$ cat src/rrs_pkg.sv
// package for the rail b sequencing control block
// assumes a 40 MHz mclk and a simple byte-wide register port from the serial host logic
// Behaviour
// RULE1: the rail is on while its enable bit is 1 (reset value) and off while it is 0.
// RULE2: the rail stays on in light and deep sleep unless the matching sleep-off bit 6 or 5 is 1.
// RULE3: the two-bit limit select picks 0.155A, 0.245A, 0.365A (default) or 0.46A.
// RULE4: with the reset-influence bit set, the rail turning off drives the system reset output.
// RULE5: with limit shutdown set, hitting the limit shuts the rail off and restarts it after 10ms; the code ignores the limit during the turn-off delay.
// RULE6: when the upstream rail drops, this rail drops too unless its hold bit is 1 (default).
// RULE7: the turn-on delay code gives none, 0.25ms (default), 0.5ms or 1.0ms.
// RULE8: the turn-on delay is counted from the sequencing trigger before the rail may turn on.
// RULE9: the turn-off delay is the five-bit field times 0.25ms, default 2.
// RULE10: the turn-off delay is counted from the sleep trigger before the rail may turn off.
// RULE11: the voltage code maps to 0.8V + code*12.5mV or 0.6V + code*9.375mV by reference.
// RULE12: all delays count ticks of one 0.25ms time base.
package rrs_pkg;
   // ----------------------------------------------------------------
   // register offsets and reset values
   // ----------------------------------------------------------------
   localparam logic [7:0] RRS_ADDR_CTRL = 8'h67;
   localparam logic [7:0] RRS_ADDR_DLY = 8'h68;
   localparam logic [7:0] RRS_ADDR_RSVD = 8'h69;
   localparam logic [7:0] RRS_RST_CTRL = 8'h90;
   localparam logic [7:0] RRS_RST_DLY = 8'hA2;
   localparam logic [7:0] RRS_RST_RSVD = 8'h40;
   // ----------------------------------------------------------------
   // field positions
   // ----------------------------------------------------------------
   localparam int RRS_B_EN = 7;
   localparam int RRS_B_LSLP = 6;
   localparam int RRS_B_DSLP = 5;
   localparam int RRS_B_ILIM = 3;
   localparam int RRS_B_RSTI = 2;
   localparam int RRS_B_LSHDN = 1;
   localparam int RRS_B_HOLD = 7;
   localparam int RRS_B_ONDLY = 5;
   localparam int RRS_B_OFFDLY = 0;
   // ----------------------------------------------------------------
   // timing
   // ----------------------------------------------------------------
   localparam int RRS_CLK_KHZ = 40000;
   localparam int RRS_TICK_US = 250;
   localparam int RRS_TICK_CYC = RRS_CLK_KHZ * RRS_TICK_US / 1000;
   localparam int RRS_RESTART_MS = 10;
   localparam int RRS_RESTART_TICKS = RRS_RESTART_MS * 1000 / RRS_TICK_US;
   // limit thresholds in mA, index by select code
   localparam logic [9:0] RRS_ILIM_MA0 = 10'd155;
   localparam logic [9:0] RRS_ILIM_MA1 = 10'd245;
   localparam logic [9:0] RRS_ILIM_MA2 = 10'd365;
   localparam logic [9:0] RRS_ILIM_MA3 = 10'd460;
   // voltage bases and 0.8V step in microvolts, 0.6V step in nanovolts
   localparam int RRS_V800_BASE_UV = 800000;
   localparam int RRS_V800_STEP_UV = 12500;
   localparam int RRS_V600_BASE_UV = 600000;
   localparam int RRS_V600_STEP_NV = 9375000;
   typedef enum logic [2:0] {RRS_OFF, RRS_ON_WAIT, RRS_ON, RRS_OFF_WAIT, RRS_LIM_REST}
      rrs_state_t;
endpackage

$ cat src/rrs_tick.sv
// time base divider giving one enable pulse per 0.25ms step
// assumes one mclk domain; tick is a single-cycle pulse, clr restarts the phase
`timescale 1ns/1ps
module rrs_tick #(
   parameter int CYC = rrs_pkg::RRS_TICK_CYC
) (
   // clock and reset
   input wire logic mclk,
   input wire logic rst,
   // phase restart from the sequencer
   input wire logic clr,
   // tick out
   output logic tick
);
   import rrs_pkg::*;
   logic [15:0] cnt_q, cnt_d;
   logic tick_d;
   // wrap counter, tick registered so it is glitch free
   // clr starts a fresh full period, so a delay never comes up short
   always_comb begin
      tick_d = (cnt_q == 16'(CYC - 1)) && !clr;
      cnt_d = (tick_d || clr) ? 16'h0000 : cnt_q + 16'h0001;
   end
   always_ff @(posedge mclk or posedge rst) begin
      if (rst) begin
         cnt_q <= 16'h0000;
         tick <= 1'b0;
      end else begin
         cnt_q <= cnt_d; // RULE12
         tick <= tick_d;
      end
   end
endmodule

$ cat src/rrs_rail_ctrl.sv
// sequencing control for regulator rail b
// assumes byte register port from serial host logic, pin inputs asynchronous to mclk
`timescale 1ns/1ps
module rrs_rail_ctrl #(
   parameter int TICK_CYC = rrs_pkg::RRS_TICK_CYC,
   parameter int RESTART_TICKS = rrs_pkg::RRS_RESTART_TICKS
) (
   // clock and reset
   input wire logic mclk,
   input wire logic rst,
   // register port
   input wire logic reg_wr,
   input wire logic reg_rd,
   input wire logic [7:0] reg_addr,
   input wire logic [7:0] reg_wdata,
   output logic [7:0] reg_rdata,
   // sequencing and mode pins
   input wire logic seq_on_trig,
   input wire logic light_sleep_mode,
   input wire logic deep_sleep_mode,
   input wire logic upstream_off,
   input wire logic current_limit_hit,
   // analog side
   input wire logic [7:0] rail_b_voltage_code,
   input wire logic ref_is_600mv,
   output logic rail_b_on,
   output logic [9:0] rail_b_limit_ma,
   output logic [21:0] rail_b_target_uv,
   output logic system_reset_out
);
   import rrs_pkg::*;

   // ----------------------------------------------------------------
   // time base
   // ----------------------------------------------------------------
   logic tick;
   logic tick_clr;
   rrs_tick #(.CYC(TICK_CYC)) u_tick (.mclk(mclk), .rst(rst), .clr(tick_clr), .tick(tick));

   // ----------------------------------------------------------------
   // pin synchronisers, three stages, change taken when 2 and 3 agree
   // ----------------------------------------------------------------
   localparam int NP = 5;
   logic [NP-1:0] pin_raw;
   logic [NP-1:0] s1_q, s2_q, s3_q, pin_q, pin_d;
   assign pin_raw = {current_limit_hit, upstream_off, deep_sleep_mode, light_sleep_mode,
                     seq_on_trig};
   genvar gi;
   generate
      for (gi = 0; gi < NP; gi++) begin : g_pin
         assign pin_d[gi] = (s2_q[gi] == s3_q[gi]) ? s3_q[gi] : pin_q[gi];
      end
   endgenerate
   always_ff @(posedge mclk or posedge rst) begin
      if (rst) begin
         s1_q <= '0;
         s2_q <= '0;
         s3_q <= '0;
         pin_q <= '0;
      end else begin
         s1_q <= pin_raw;
         s2_q <= s1_q;
         s3_q <= s2_q;
         pin_q <= pin_d;
      end
   end
   logic trig_on, lsl, dsl, up_off, ilim;
   assign {ilim, up_off, dsl, lsl, trig_on} = pin_q;

   // ----------------------------------------------------------------
   // registers
   // ----------------------------------------------------------------
   logic [7:0] ctrl_q, ctrl_d, dly_q, dly_d, rsvd_q, rsvd_d, rdata_d;
   always_comb begin
      ctrl_d = ctrl_q;
      dly_d = dly_q;
      rsvd_d = rsvd_q;
      if (reg_wr) begin
         case (reg_addr)
            RRS_ADDR_CTRL: ctrl_d = reg_wdata;
            RRS_ADDR_DLY: dly_d = reg_wdata;
            RRS_ADDR_RSVD: rsvd_d = reg_wdata;
            default: ;
         endcase
      end
      // unmapped reads return zero
      case (reg_addr)
         RRS_ADDR_CTRL: rdata_d = ctrl_q;
         RRS_ADDR_DLY: rdata_d = dly_q;
         RRS_ADDR_RSVD: rdata_d = rsvd_q;
         default: rdata_d = 8'h00;
      endcase
      if (!reg_rd) rdata_d = reg_rdata;
   end
   always_ff @(posedge mclk or posedge rst) begin
      if (rst) begin
         ctrl_q <= RRS_RST_CTRL;
         dly_q <= RRS_RST_DLY;
         rsvd_q <= RRS_RST_RSVD;
         reg_rdata <= 8'h00;
      end else begin
         ctrl_q <= ctrl_d;
         dly_q <= dly_d;
         rsvd_q <= rsvd_d;
         reg_rdata <= rdata_d;
      end
   end

   // ----------------------------------------------------------------
   // derived controls
   // ----------------------------------------------------------------
   logic en, off_lsl, off_dsl, rst_inf, lim_shdn, hold;
   logic [1:0] ilim_sel, on_code;
   logic [4:0] off_code;
   logic [5:0] on_ticks;
   logic want_on, sleep_off;
   assign en = ctrl_q[RRS_B_EN];
   assign off_lsl = ctrl_q[RRS_B_LSLP];
   assign off_dsl = ctrl_q[RRS_B_DSLP];
   assign ilim_sel = ctrl_q[RRS_B_ILIM +: 2];
   assign rst_inf = ctrl_q[RRS_B_RSTI];
   assign lim_shdn = ctrl_q[RRS_B_LSHDN];
   assign hold = dly_q[RRS_B_HOLD];
   assign on_code = dly_q[RRS_B_ONDLY +: 2];
   assign off_code = dly_q[RRS_B_OFFDLY +: 5];
   // 00 none, 01 one tick, 10 two, 11 four ticks
   assign on_ticks = (on_code == 2'b11) ? 6'd4 : {4'b0000, on_code}; // RULE7
   assign sleep_off = (lsl && off_lsl) || (dsl && off_dsl); // RULE2
   // upstream drop keeps this rail off while it lasts unless hold is set
   logic up_latch_q, up_latch_d;
   assign up_latch_d = up_off ? !hold : 1'b0; // RULE6
   assign want_on = en && trig_on && !up_latch_q; // RULE1

   // ----------------------------------------------------------------
   // sequencer
   // ----------------------------------------------------------------
   rrs_state_t st_q, st_d;
   logic [8:0] cnt_q, cnt_d;
   logic on_d, rstout_d;
   logic [9:0] lim_d;
   logic [21:0] uv_d;
   always_comb begin
      st_d = st_q;
      cnt_d = cnt_q;
      case (st_q)
         RRS_OFF: begin
            if (want_on && !sleep_off) begin
               st_d = (on_ticks == 6'd0) ? RRS_ON : RRS_ON_WAIT;
               cnt_d = {3'b000, on_ticks};
            end
         end
         RRS_ON_WAIT: begin
            if (!want_on || sleep_off) st_d = RRS_OFF;
            else if (tick) begin
               cnt_d = cnt_q - 9'd1;
               if (cnt_q == 9'd1) st_d = RRS_ON; // RULE8
            end
         end
         RRS_ON: begin
            if (!want_on) st_d = RRS_OFF; // RULE1
            else if (ilim && lim_shdn) begin
               st_d = RRS_LIM_REST; // RULE5
               cnt_d = 9'(RESTART_TICKS);
            end else if (sleep_off) begin
               st_d = (off_code == 5'd0) ? RRS_OFF : RRS_OFF_WAIT;
               cnt_d = {4'b0000, off_code}; // RULE9
            end
         end
         RRS_OFF_WAIT: begin
            if (!want_on) st_d = RRS_OFF;
            else if (!sleep_off) st_d = RRS_ON;
            else if (tick) begin
               cnt_d = cnt_q - 9'd1;
               if (cnt_q == 9'd1) st_d = RRS_OFF; // RULE10
            end
         end
         RRS_LIM_REST: begin
            if (!want_on) st_d = RRS_OFF;
            else if (tick) begin
               cnt_d = cnt_q - 9'd1;
               if (cnt_q == 9'd1) st_d = RRS_ON; // RULE5
            end
         end
         default: st_d = RRS_OFF;
      endcase
      // restart the time base on entry to any wait, so each delay is a full count
      tick_clr = (st_d != st_q) && (st_d != RRS_ON) && (st_d != RRS_OFF); // RULE12
      on_d = (st_d == RRS_ON) || (st_d == RRS_OFF_WAIT);
      // reset held low while rail is off only when influence is set
      rstout_d = !(rst_inf && !on_d); // RULE4
      case (ilim_sel)
         2'b00: lim_d = RRS_ILIM_MA0; // RULE3
         2'b01: lim_d = RRS_ILIM_MA1;
         2'b10: lim_d = RRS_ILIM_MA2;
         default: lim_d = RRS_ILIM_MA3;
      endcase
      if (ref_is_600mv)
         // step scaled to microvolts first; the nanovolt product overflows an int
         uv_d = 22'(RRS_V600_BASE_UV + int'(rail_b_voltage_code) * (RRS_V600_STEP_NV / 1000));
      else
         uv_d = 22'(RRS_V800_BASE_UV + int'(rail_b_voltage_code) * RRS_V800_STEP_UV); // RULE11
   end
   always_ff @(posedge mclk or posedge rst) begin
      if (rst) begin
         st_q <= RRS_OFF;
         cnt_q <= 9'd0;
         up_latch_q <= 1'b0;
         rail_b_on <= 1'b0;
         system_reset_out <= 1'b1;
         rail_b_limit_ma <= RRS_ILIM_MA2;
         rail_b_target_uv <= 22'd0;
      end else begin
         st_q <= st_d;
         cnt_q <= cnt_d;
         up_latch_q <= up_latch_d;
         rail_b_on <= on_d;
         system_reset_out <= rstout_d;
         rail_b_limit_ma <= lim_d;
         rail_b_target_uv <= uv_d;
      end
   end
endmodule

$ cat config.mk
export PLATFORM = sky130hd
export DESIGN_NAME = rrs_rail_ctrl
export DESIGN_NICKNAME = d
export VERILOG_FILES = /design/src/rrs_pkg.sv /design/src/rrs_tick.sv /design/src/rrs_rail_ctrl.sv
export SDC_FILE = /design/constraint.sdc
export NUM_CORES = 1
export LEC_CHECK = 0
export BUFFER_PORTS_ARGS = -buffer_cell sky130_fd_sc_hd__buf_4
export CAP_MARGIN = 0
export CORE_ASPECT_RATIO = 1.1
export CORE_MARGIN = 10
export CORE_UTILIZATION = 40
export DETAILED_ROUTE_END_ITERATION = 6
export PLACE_DENSITY_LB_ADDON = 0.08
export SYNTH_ARGS = -nofsm -noshare
export SYNTH_HDL_FRONTEND = slang
export SYNTH_SLANG_ARGS = --single-unit
$ cat constraint.sdc
create_clock -name mclk -period 4 [get_ports mclk]
set_input_delay 1.2 -clock mclk [delete_from_list [all_inputs] [get_ports mclk]]
set_output_delay 1.2 -clock mclk [all_outputs]
set_load 0.005 [all_outputs]
==> results.toml, run 1 <==
[grt]
grt_usage = 0.168
first_global_vias = 7253
grt_pass1_wl_um = 36500
grt.overflow.total = 0
grt_start_max_net_pins = 56
antenna_found_initial = 0

[cts]
cts_hold_buffers = 0
clk_pin_slew_ps = 60
cts-buffers-inserted = 17
clock_latency_ps = 410
cts_max_level = 4
clockBufferDepth = 2
cts_tree = "built"
ctsRootBufferMaster = "clkbuf_16"
cts_sinks = 114

[sta]
setup_tns_ps = -7940
clock.fmax_ghz = 0.207
hold-worst-slack_ps = 351
setup_ws_ps = -837
worstMarginPinSlew_ps = 840
rsz0062_at_grt = "true"
final-hold-violation-count = 0
setup_violations = 15
skew_ps = 7.20
finalMaxSlewViolations = 0
relSlewSlack = 0.439
fin_crit_sh = 1.21
period_needed_ps = 4840

[yosys]
yosysWarnings = 0
synth_nets = 995
ys_types = 82
netlist_instances = 813
ys_seq_elements = 114
synth_ff_type = "dfrtp_1"
ys_seq_area_frac = 0.341
synth_edf_count = 0
synthArstFlopShare = 1.00
synth_area_um2 = 8420
syn-mean-instance-area_um2 = 10.4

[layout]
finalNonFillerCells = 1324
syn_to_final_growth_pct = 38.8
diodes = 0
mostFrequentLayoutCells = "buf_4 (218), dfrtp_1 (102), ha_1 (90), nor2_1 (83), inv_1 (55)"
layout-drive-gt1-share = 0.396
layout_commonest_cell = "buf_4"
nets = 1237

[power]
swShare = 0.367
p_comb_frac = 0.574
internal_power_uw = 4330
power.switching_uw = 2510
ir_drop_mv = 0.331
power_frac_clock = 0.216
seqPwrFrac = 0.211
pwr_density_cell_nw_per_um2 = 585
power.leakage_uw = 0.00555
p_total_uw = 6830

[setup_path]
start_kind = "primary input"
critPathRequiredTime_ps = 4280
arrival_ps = 5120
path_class = "primary input to register"
worstPathMaxFanout = 4
cp-end-kind = "register"

[route]
wl_met2_um = 11500
wl_per_cell_um = 16.7
final_antenna_net_count = 0
drtPass1Iterations = 4
met1_length_um = 9300
drcViolationCount = 0
finalWirelength_um = 22100
drtIter0Drc = 269
via_count = 6774
met3_length_um = 809
highest_layer = "met4"
viasPerCell = 5.12

[placement]
dp_cells = 1274
dp_slack_ps = -1480
hpwl_um = 17300
port_buffers = 74
gp_congestion = 0.841

[floorplanning]
start_util = 0.408
die_area_um2 = 27200
rows = 55
coreArea_um2 = 20600
die_h_um = 172
die_width_um = 158
ios = 76

[outcome]
violations = "negative setup slack"
status = "finished, violations left"

[flow_run]
cap_viol_max_count = 0

[worst_hold_path]
hold_class = "register to register"
stage by stage:
| step | cell area, µm² | util |
|---|---|---|
| 5_1_grt | 11700 | 0.566 |
| 4_1_cts | 11500 | 0.558 |
| 6_report | 11700 | 0.566 |
| 3_3_place_gp | 10600 | 0.512 |
| 2_1_floorplan | 8680 | - |
| 3_5_place_dp | 10600 | 0.512 |
state kept, by name, summed over array words and instances (netlist names):
register and flops:
cnt_q 9, ctrl_q 8, dly_q 8, pin_q 5
rail_b_limit_ma 8, rail_b_on 1, rail_b_target_uv 22, reg_rdata 8
rsvd_q 8, s1_q 5, s2_q 5, s3_q 5
st_q 3, system_reset_out 1, u_tick.cnt_q 16, u_tick.tick 1
up_latch_q 1
per-layer routing:
layer  global-route usage  vias up
li1                     -     3326
met1                0.200     3288
met2                0.300      127
met3               0.0246       33
met4               0.0576        0
met5                    0        -
synthesized netlist by cell type (3+ instances only):
library cell / instances / area [µm²]
a2111oi_4: 3 / 82.6
a21o_1: 6 / 45.0
a21oi_1: 50 / 250
a21oi_2: 4 / 35.0
a22o_1: 3 / 26.3
a31oi_1: 6 / 37.5
and2_1: 3 / 18.8
and3_1: 7 / 43.8
buf_6: 4 / 45.0
clkbuf_1: 8 / 30.0
dfrtp_1: 102 / 2550
dfstp_2: 12 / 315
fa_1: 34 / 681
ha_1: 114 / 1430
inv_1: 66 / 248
maj3_1: 5 / 50.1
mux2_2: 30 / 338
mux2i_1: 13 / 130
nand2_1: 49 / 184
nand2b_1: 5 / 31.3
nand3_1: 13 / 65.1
nand3b_1: 4 / 30.0
nand4_1: 4 / 25.0
nor2_1: 86 / 323
nor2b_1: 3 / 18.8
nor3_1: 13 / 65.1
o21a_1: 8 / 60.1
o21ai_0: 28 / 140
o22ai_1: 5 / 31.3
o31ai_1: 5 / 37.5
or2_2: 8 / 50.1
or3_1: 3 / 18.8
xnor2_1: 30 / 263
xor2_1: 20 / 175
cell type report:
| type | count | area (µm²) |
|---|---|---|
| fillers | 1791 | 8960 |
| multi-input cells | 616 | 5750 |
| clock buffers | 18 | 439 |
| repair buffers | 239 | 1900 |
| well taps | 256 | 320 |
| clock inverters | 14 | 145 |
| inverters | 67 | 263 |
| flip-flops and latches | 114 | 2870 |
path summary, 6_finish.rpt:
kind	startpoint	end	slack [ps]	depth (start not counted)
hold / removal	s1_q[0]	s2_q[0]	350	0
min in group asynchronous	rst	s1_q[3]	890	2
setup reg to reg	st_q[2]	u_tick.cnt_q[14]	1160	9
hold reg to reg	s1_q[0]	s2_q[0]	350	0
max in group asynchronous	rst	system_reset_out	2250	3
setup / recovery	rail_b_voltage_code[4]	rail_b_target_uv[15]	-840	20
worst max-delay path, cell delays in order:
cell	delay, ps
buf_8	110
buf_6	110
ha_4	220
ha_4	250
inv_2	30
fa_1	470
inv_1	50
fa_1	520
ha_4	230
nor2b_4	150
o2111a_1	240
a211o_1	260
xnor2_2	210
a211oi_4	50
buf_6	140
buf_12	120
a21boi_4	130
a2111oi_4	290
xor2_1	230
mux2i_1	100
logic make-up (layout without fill, tap and decap cells):
family          after synthesis  after routing  share of synthesized area
mux                          43             43                     0.0556
compound gates              154            154                      0.131
simple gates                214            214                      0.121
other cells                   1              1                   0.000446
fa+ha+maj                   153            153                      0.256
flops                       114            114                      0.341
buf+inv                      83            338                     0.0416
xor+xnor                     51             51                     0.0540
power groups by stage:
| stage | Clock, µW | Combinational [µW] | Sequential, µW |
|---|---|---|---|
| 2_1_floorplan | 0 | 2030 | 1440 |
| 3_3_place_gp | 0 | 3390 | 1460 |
| 3_5_place_dp | 0 | 3440 | 1460 |
| 4_1_cts | 1510 | 3780 | 1440 |
| 5_1_grt | 1560 | 4330 | 1460 |
| 6_report | 1470 | 3920 | 1440 |
timing repair:
item	CTS	global route
resized for setup	49	29
endpoints found under the setup margin	14	15
pin swaps	48	29
buffers inserted	15	5
Note: power is estimated with default switching activity, not from simulation.
==> run 2, diff against run 1 <==
- MAX_ROUTING_LAYER: not set -> met4
- RECOVER_POWER: not set -> 25
==> run 2 against run 1 <==
The run still ends with negative setup slack left. Global-route usage up 0.47 points. First-iteration DRC count down 6.7%. Worst setup slack about the same. Sequential share of layout area about the same. Largest power group unchanged. Fmax about the same. Die area unchanged. Non-clock buffer count unchanged. Critical path depth unchanged. Flip-flop and latch count unchanged. Utilization down 0.097 points. Total power about the same.
==> results.toml, run 2 (synthesis results as in run 1) <==
[sta]
setup_ws_ps = -837
relSlewSlack = 0.111
clock.fmax_ghz = 0.207
finalMaxSlewViolations = 0
worstMarginPinSlew_ps = 1330
rsz0062_at_grt = "true"
period_needed_ps = 4840
setup_violations = 15
final-hold-violation-count = 0
fin_crit_sh = 1.21
skew_ps = 9.43
setup_tns_ps = -7980

[placement]
place_area_um2 = 10600
hpwl_um = 17300
gp_congestion = 0.854
port_buffers = 74
dp_cells = 1274

[cts]
clk_pin_slew_ps = 60
cts_tree = "built"
cts-buffers-inserted = 17
cts_max_level = 4
clock_latency_ps = 410
cts_sinks = 114
ctsRootBufferMaster = "clkbuf_16"
cts_hold_buffers = 0
clockBufferDepth = 2

[layout]
layout-drive-gt1-share = 0.394
top_register = "rail_b_target_uv"
syn_to_final_growth_pct = 38.6
final_util = 0.565
final_area_um2 = 11700
nets = 1237
diodes = 0
fillers = 1792
layout_commonest_cell = "buf_4"
mostFrequentLayoutCells = "buf_4 (212), dfrtp_1 (102), ha_1 (90), nor2_1 (83), inv_1 (55)"
reg_top3 = "rail_b_target_uv: 22 flops, u_tick.cnt_q: 16 flops, cnt_q: 9 flops"
largest_reg_flops = 22
multiInputGateArea_um2 = 5750
seq_area_um2 = 2870
finalNonFillerCells = 1324

[power]
ir_drop_mv = 0.329
power.leakage_uw = 0.00554
pwr_density_cell_nw_per_um2 = 586

[setup_path]
r2r-start = "st_q[2]"
worstRegToRegCells = 9
worstPathMaxFanout = 4
arrival_ps = 5110
cp-end-kind = "register"
critPathRequiredTime_ps = 4280
path_class = "primary input to register"
r2r_end = "u_tick.cnt_q[14]"
start_kind = "primary input"
ff2ff_setup_slack_ps = 1120

[floorplanning]
start_util = 0.408
die_width_um = 158
die_h_um = 172
ios = 76
coreArea_um2 = 20600
rows = 55
die_area_um2 = 27200

[worst_hold_path]
hp-start = "s1_q[0]"
hold_end = "s2_q[0]"
hold_class = "register to register"
whs_path_depth = 0

[route]
drtPass1Iterations = 4
highest_layer = "met4"
met3_length_um = 802
drtIter0Drc = 251
via_count = 6779
met1_length_um = 9320
final_antenna_net_count = 0
wl_per_cell_um = 16.7
finalWirelength_um = 22100
drcViolationCount = 0
wl_met2_um = 11600
viasPerCell = 5.12

[flow_run]
cap_viol_max_count = 0

[grt]
first_global_vias = 7256
grt.overflow.total = 0
grt_start_max_net_pins = 56
grt_pass1_wl_um = 36600
antenna_found_initial = 0
grt_usage = 0.173

[outcome]
status = "finished, violations left"
violations = "negative setup slack"
## run 2: cell types whose count changed in the layout (fill, tap and decap cells not counted)
cell        change
buf_12          -1
buf_4           -6
clkbuf_2        +1
clkbuf_4        +6
clkinvlp_2      +2
clkinvlp_4      -2
dfstp_1         +2
dfstp_2         -2
## run 2: where the power goes
| part | total (µW) | switching, µW | internal [µW] |
|---|---|---|---|
| Combinational | 3920 | 1820 | 2100 |
| Clock | 1480 | 585 | 890 |
| Sequential | 1440 | 105 | 1330 |
## run 2: critical path: stages
cell,delay [ps]
buf_8,110
buf_6,110
ha_4,220
ha_4,250
inv_2,30
fa_1,470
inv_1,50
fa_1,520
ha_4,230
nor2b_4,150
o2111a_1,240
a211o_1,260
xnor2_2,210
a211oi_4,50
buf_6,140
buf_12,120
a21boi_4,130
a2111oi_4,290
xor2_1,230
mux2i_1,100
## run 2: routing by layer
layer / vias up / track usage
met4: 0 / 0.0576
met2: 124 / 0.301
met5: - / -
li1: 3321 / -
met1: 3306 / 0.200
met3: 28 / 0.0243
## run 2: area by class of cell
type                       count  area share
clock buffer                  18      0.0376
clock inverter                14      0.0124
inverter                      67      0.0221
multi-input combinational    616       0.493
sequential                   114       0.246
tap                          256      0.0275
timing repair buffer         239       0.162
## run 2: how the worst max path moves through the flow
stage / from / to / slack, ps / depth (start not counted)
5_1_grt: rail_b_voltage_code[6] / rail_b_target_uv[21] / -1000 / 16
2_1_floorplan: rail_b_voltage_code[5] / rail_b_target_uv[20] / -1000 / 16
6_report: rail_b_voltage_code[4] / rail_b_target_uv[15] / -840 / 20
3_5_place_dp: rail_b_voltage_code[5] / rail_b_target_uv[20] / -1480 / 17
3_3_place_gp: rail_b_voltage_code[5] / rail_b_target_uv[20] / -1430 / 17
4_1_cts: rail_b_voltage_code[4] / rail_b_target_uv[21] / -830 / 19
## run 2: per-stage QoR
step | hold WS (ps) | setup WS (ps) | power [µW]
4_1_cts | 353 | -827 | 6730
3_5_place_dp | 339 | -1480 | 4890
5_1_grt | 364 | -1000 | 7340
2_1_floorplan | 331 | -1000 | 3460
6_report | 352 | -837 | 6830
3_3_place_gp | 334 | -1430 | 4840
## run 2: what timing repair did
item,in CTS,in global routing
setup endpoints to repair,14,15
buffers inserted,15,5
resized for setup,49,29
pin swaps,48,29
hold endpoints to repair,0,0
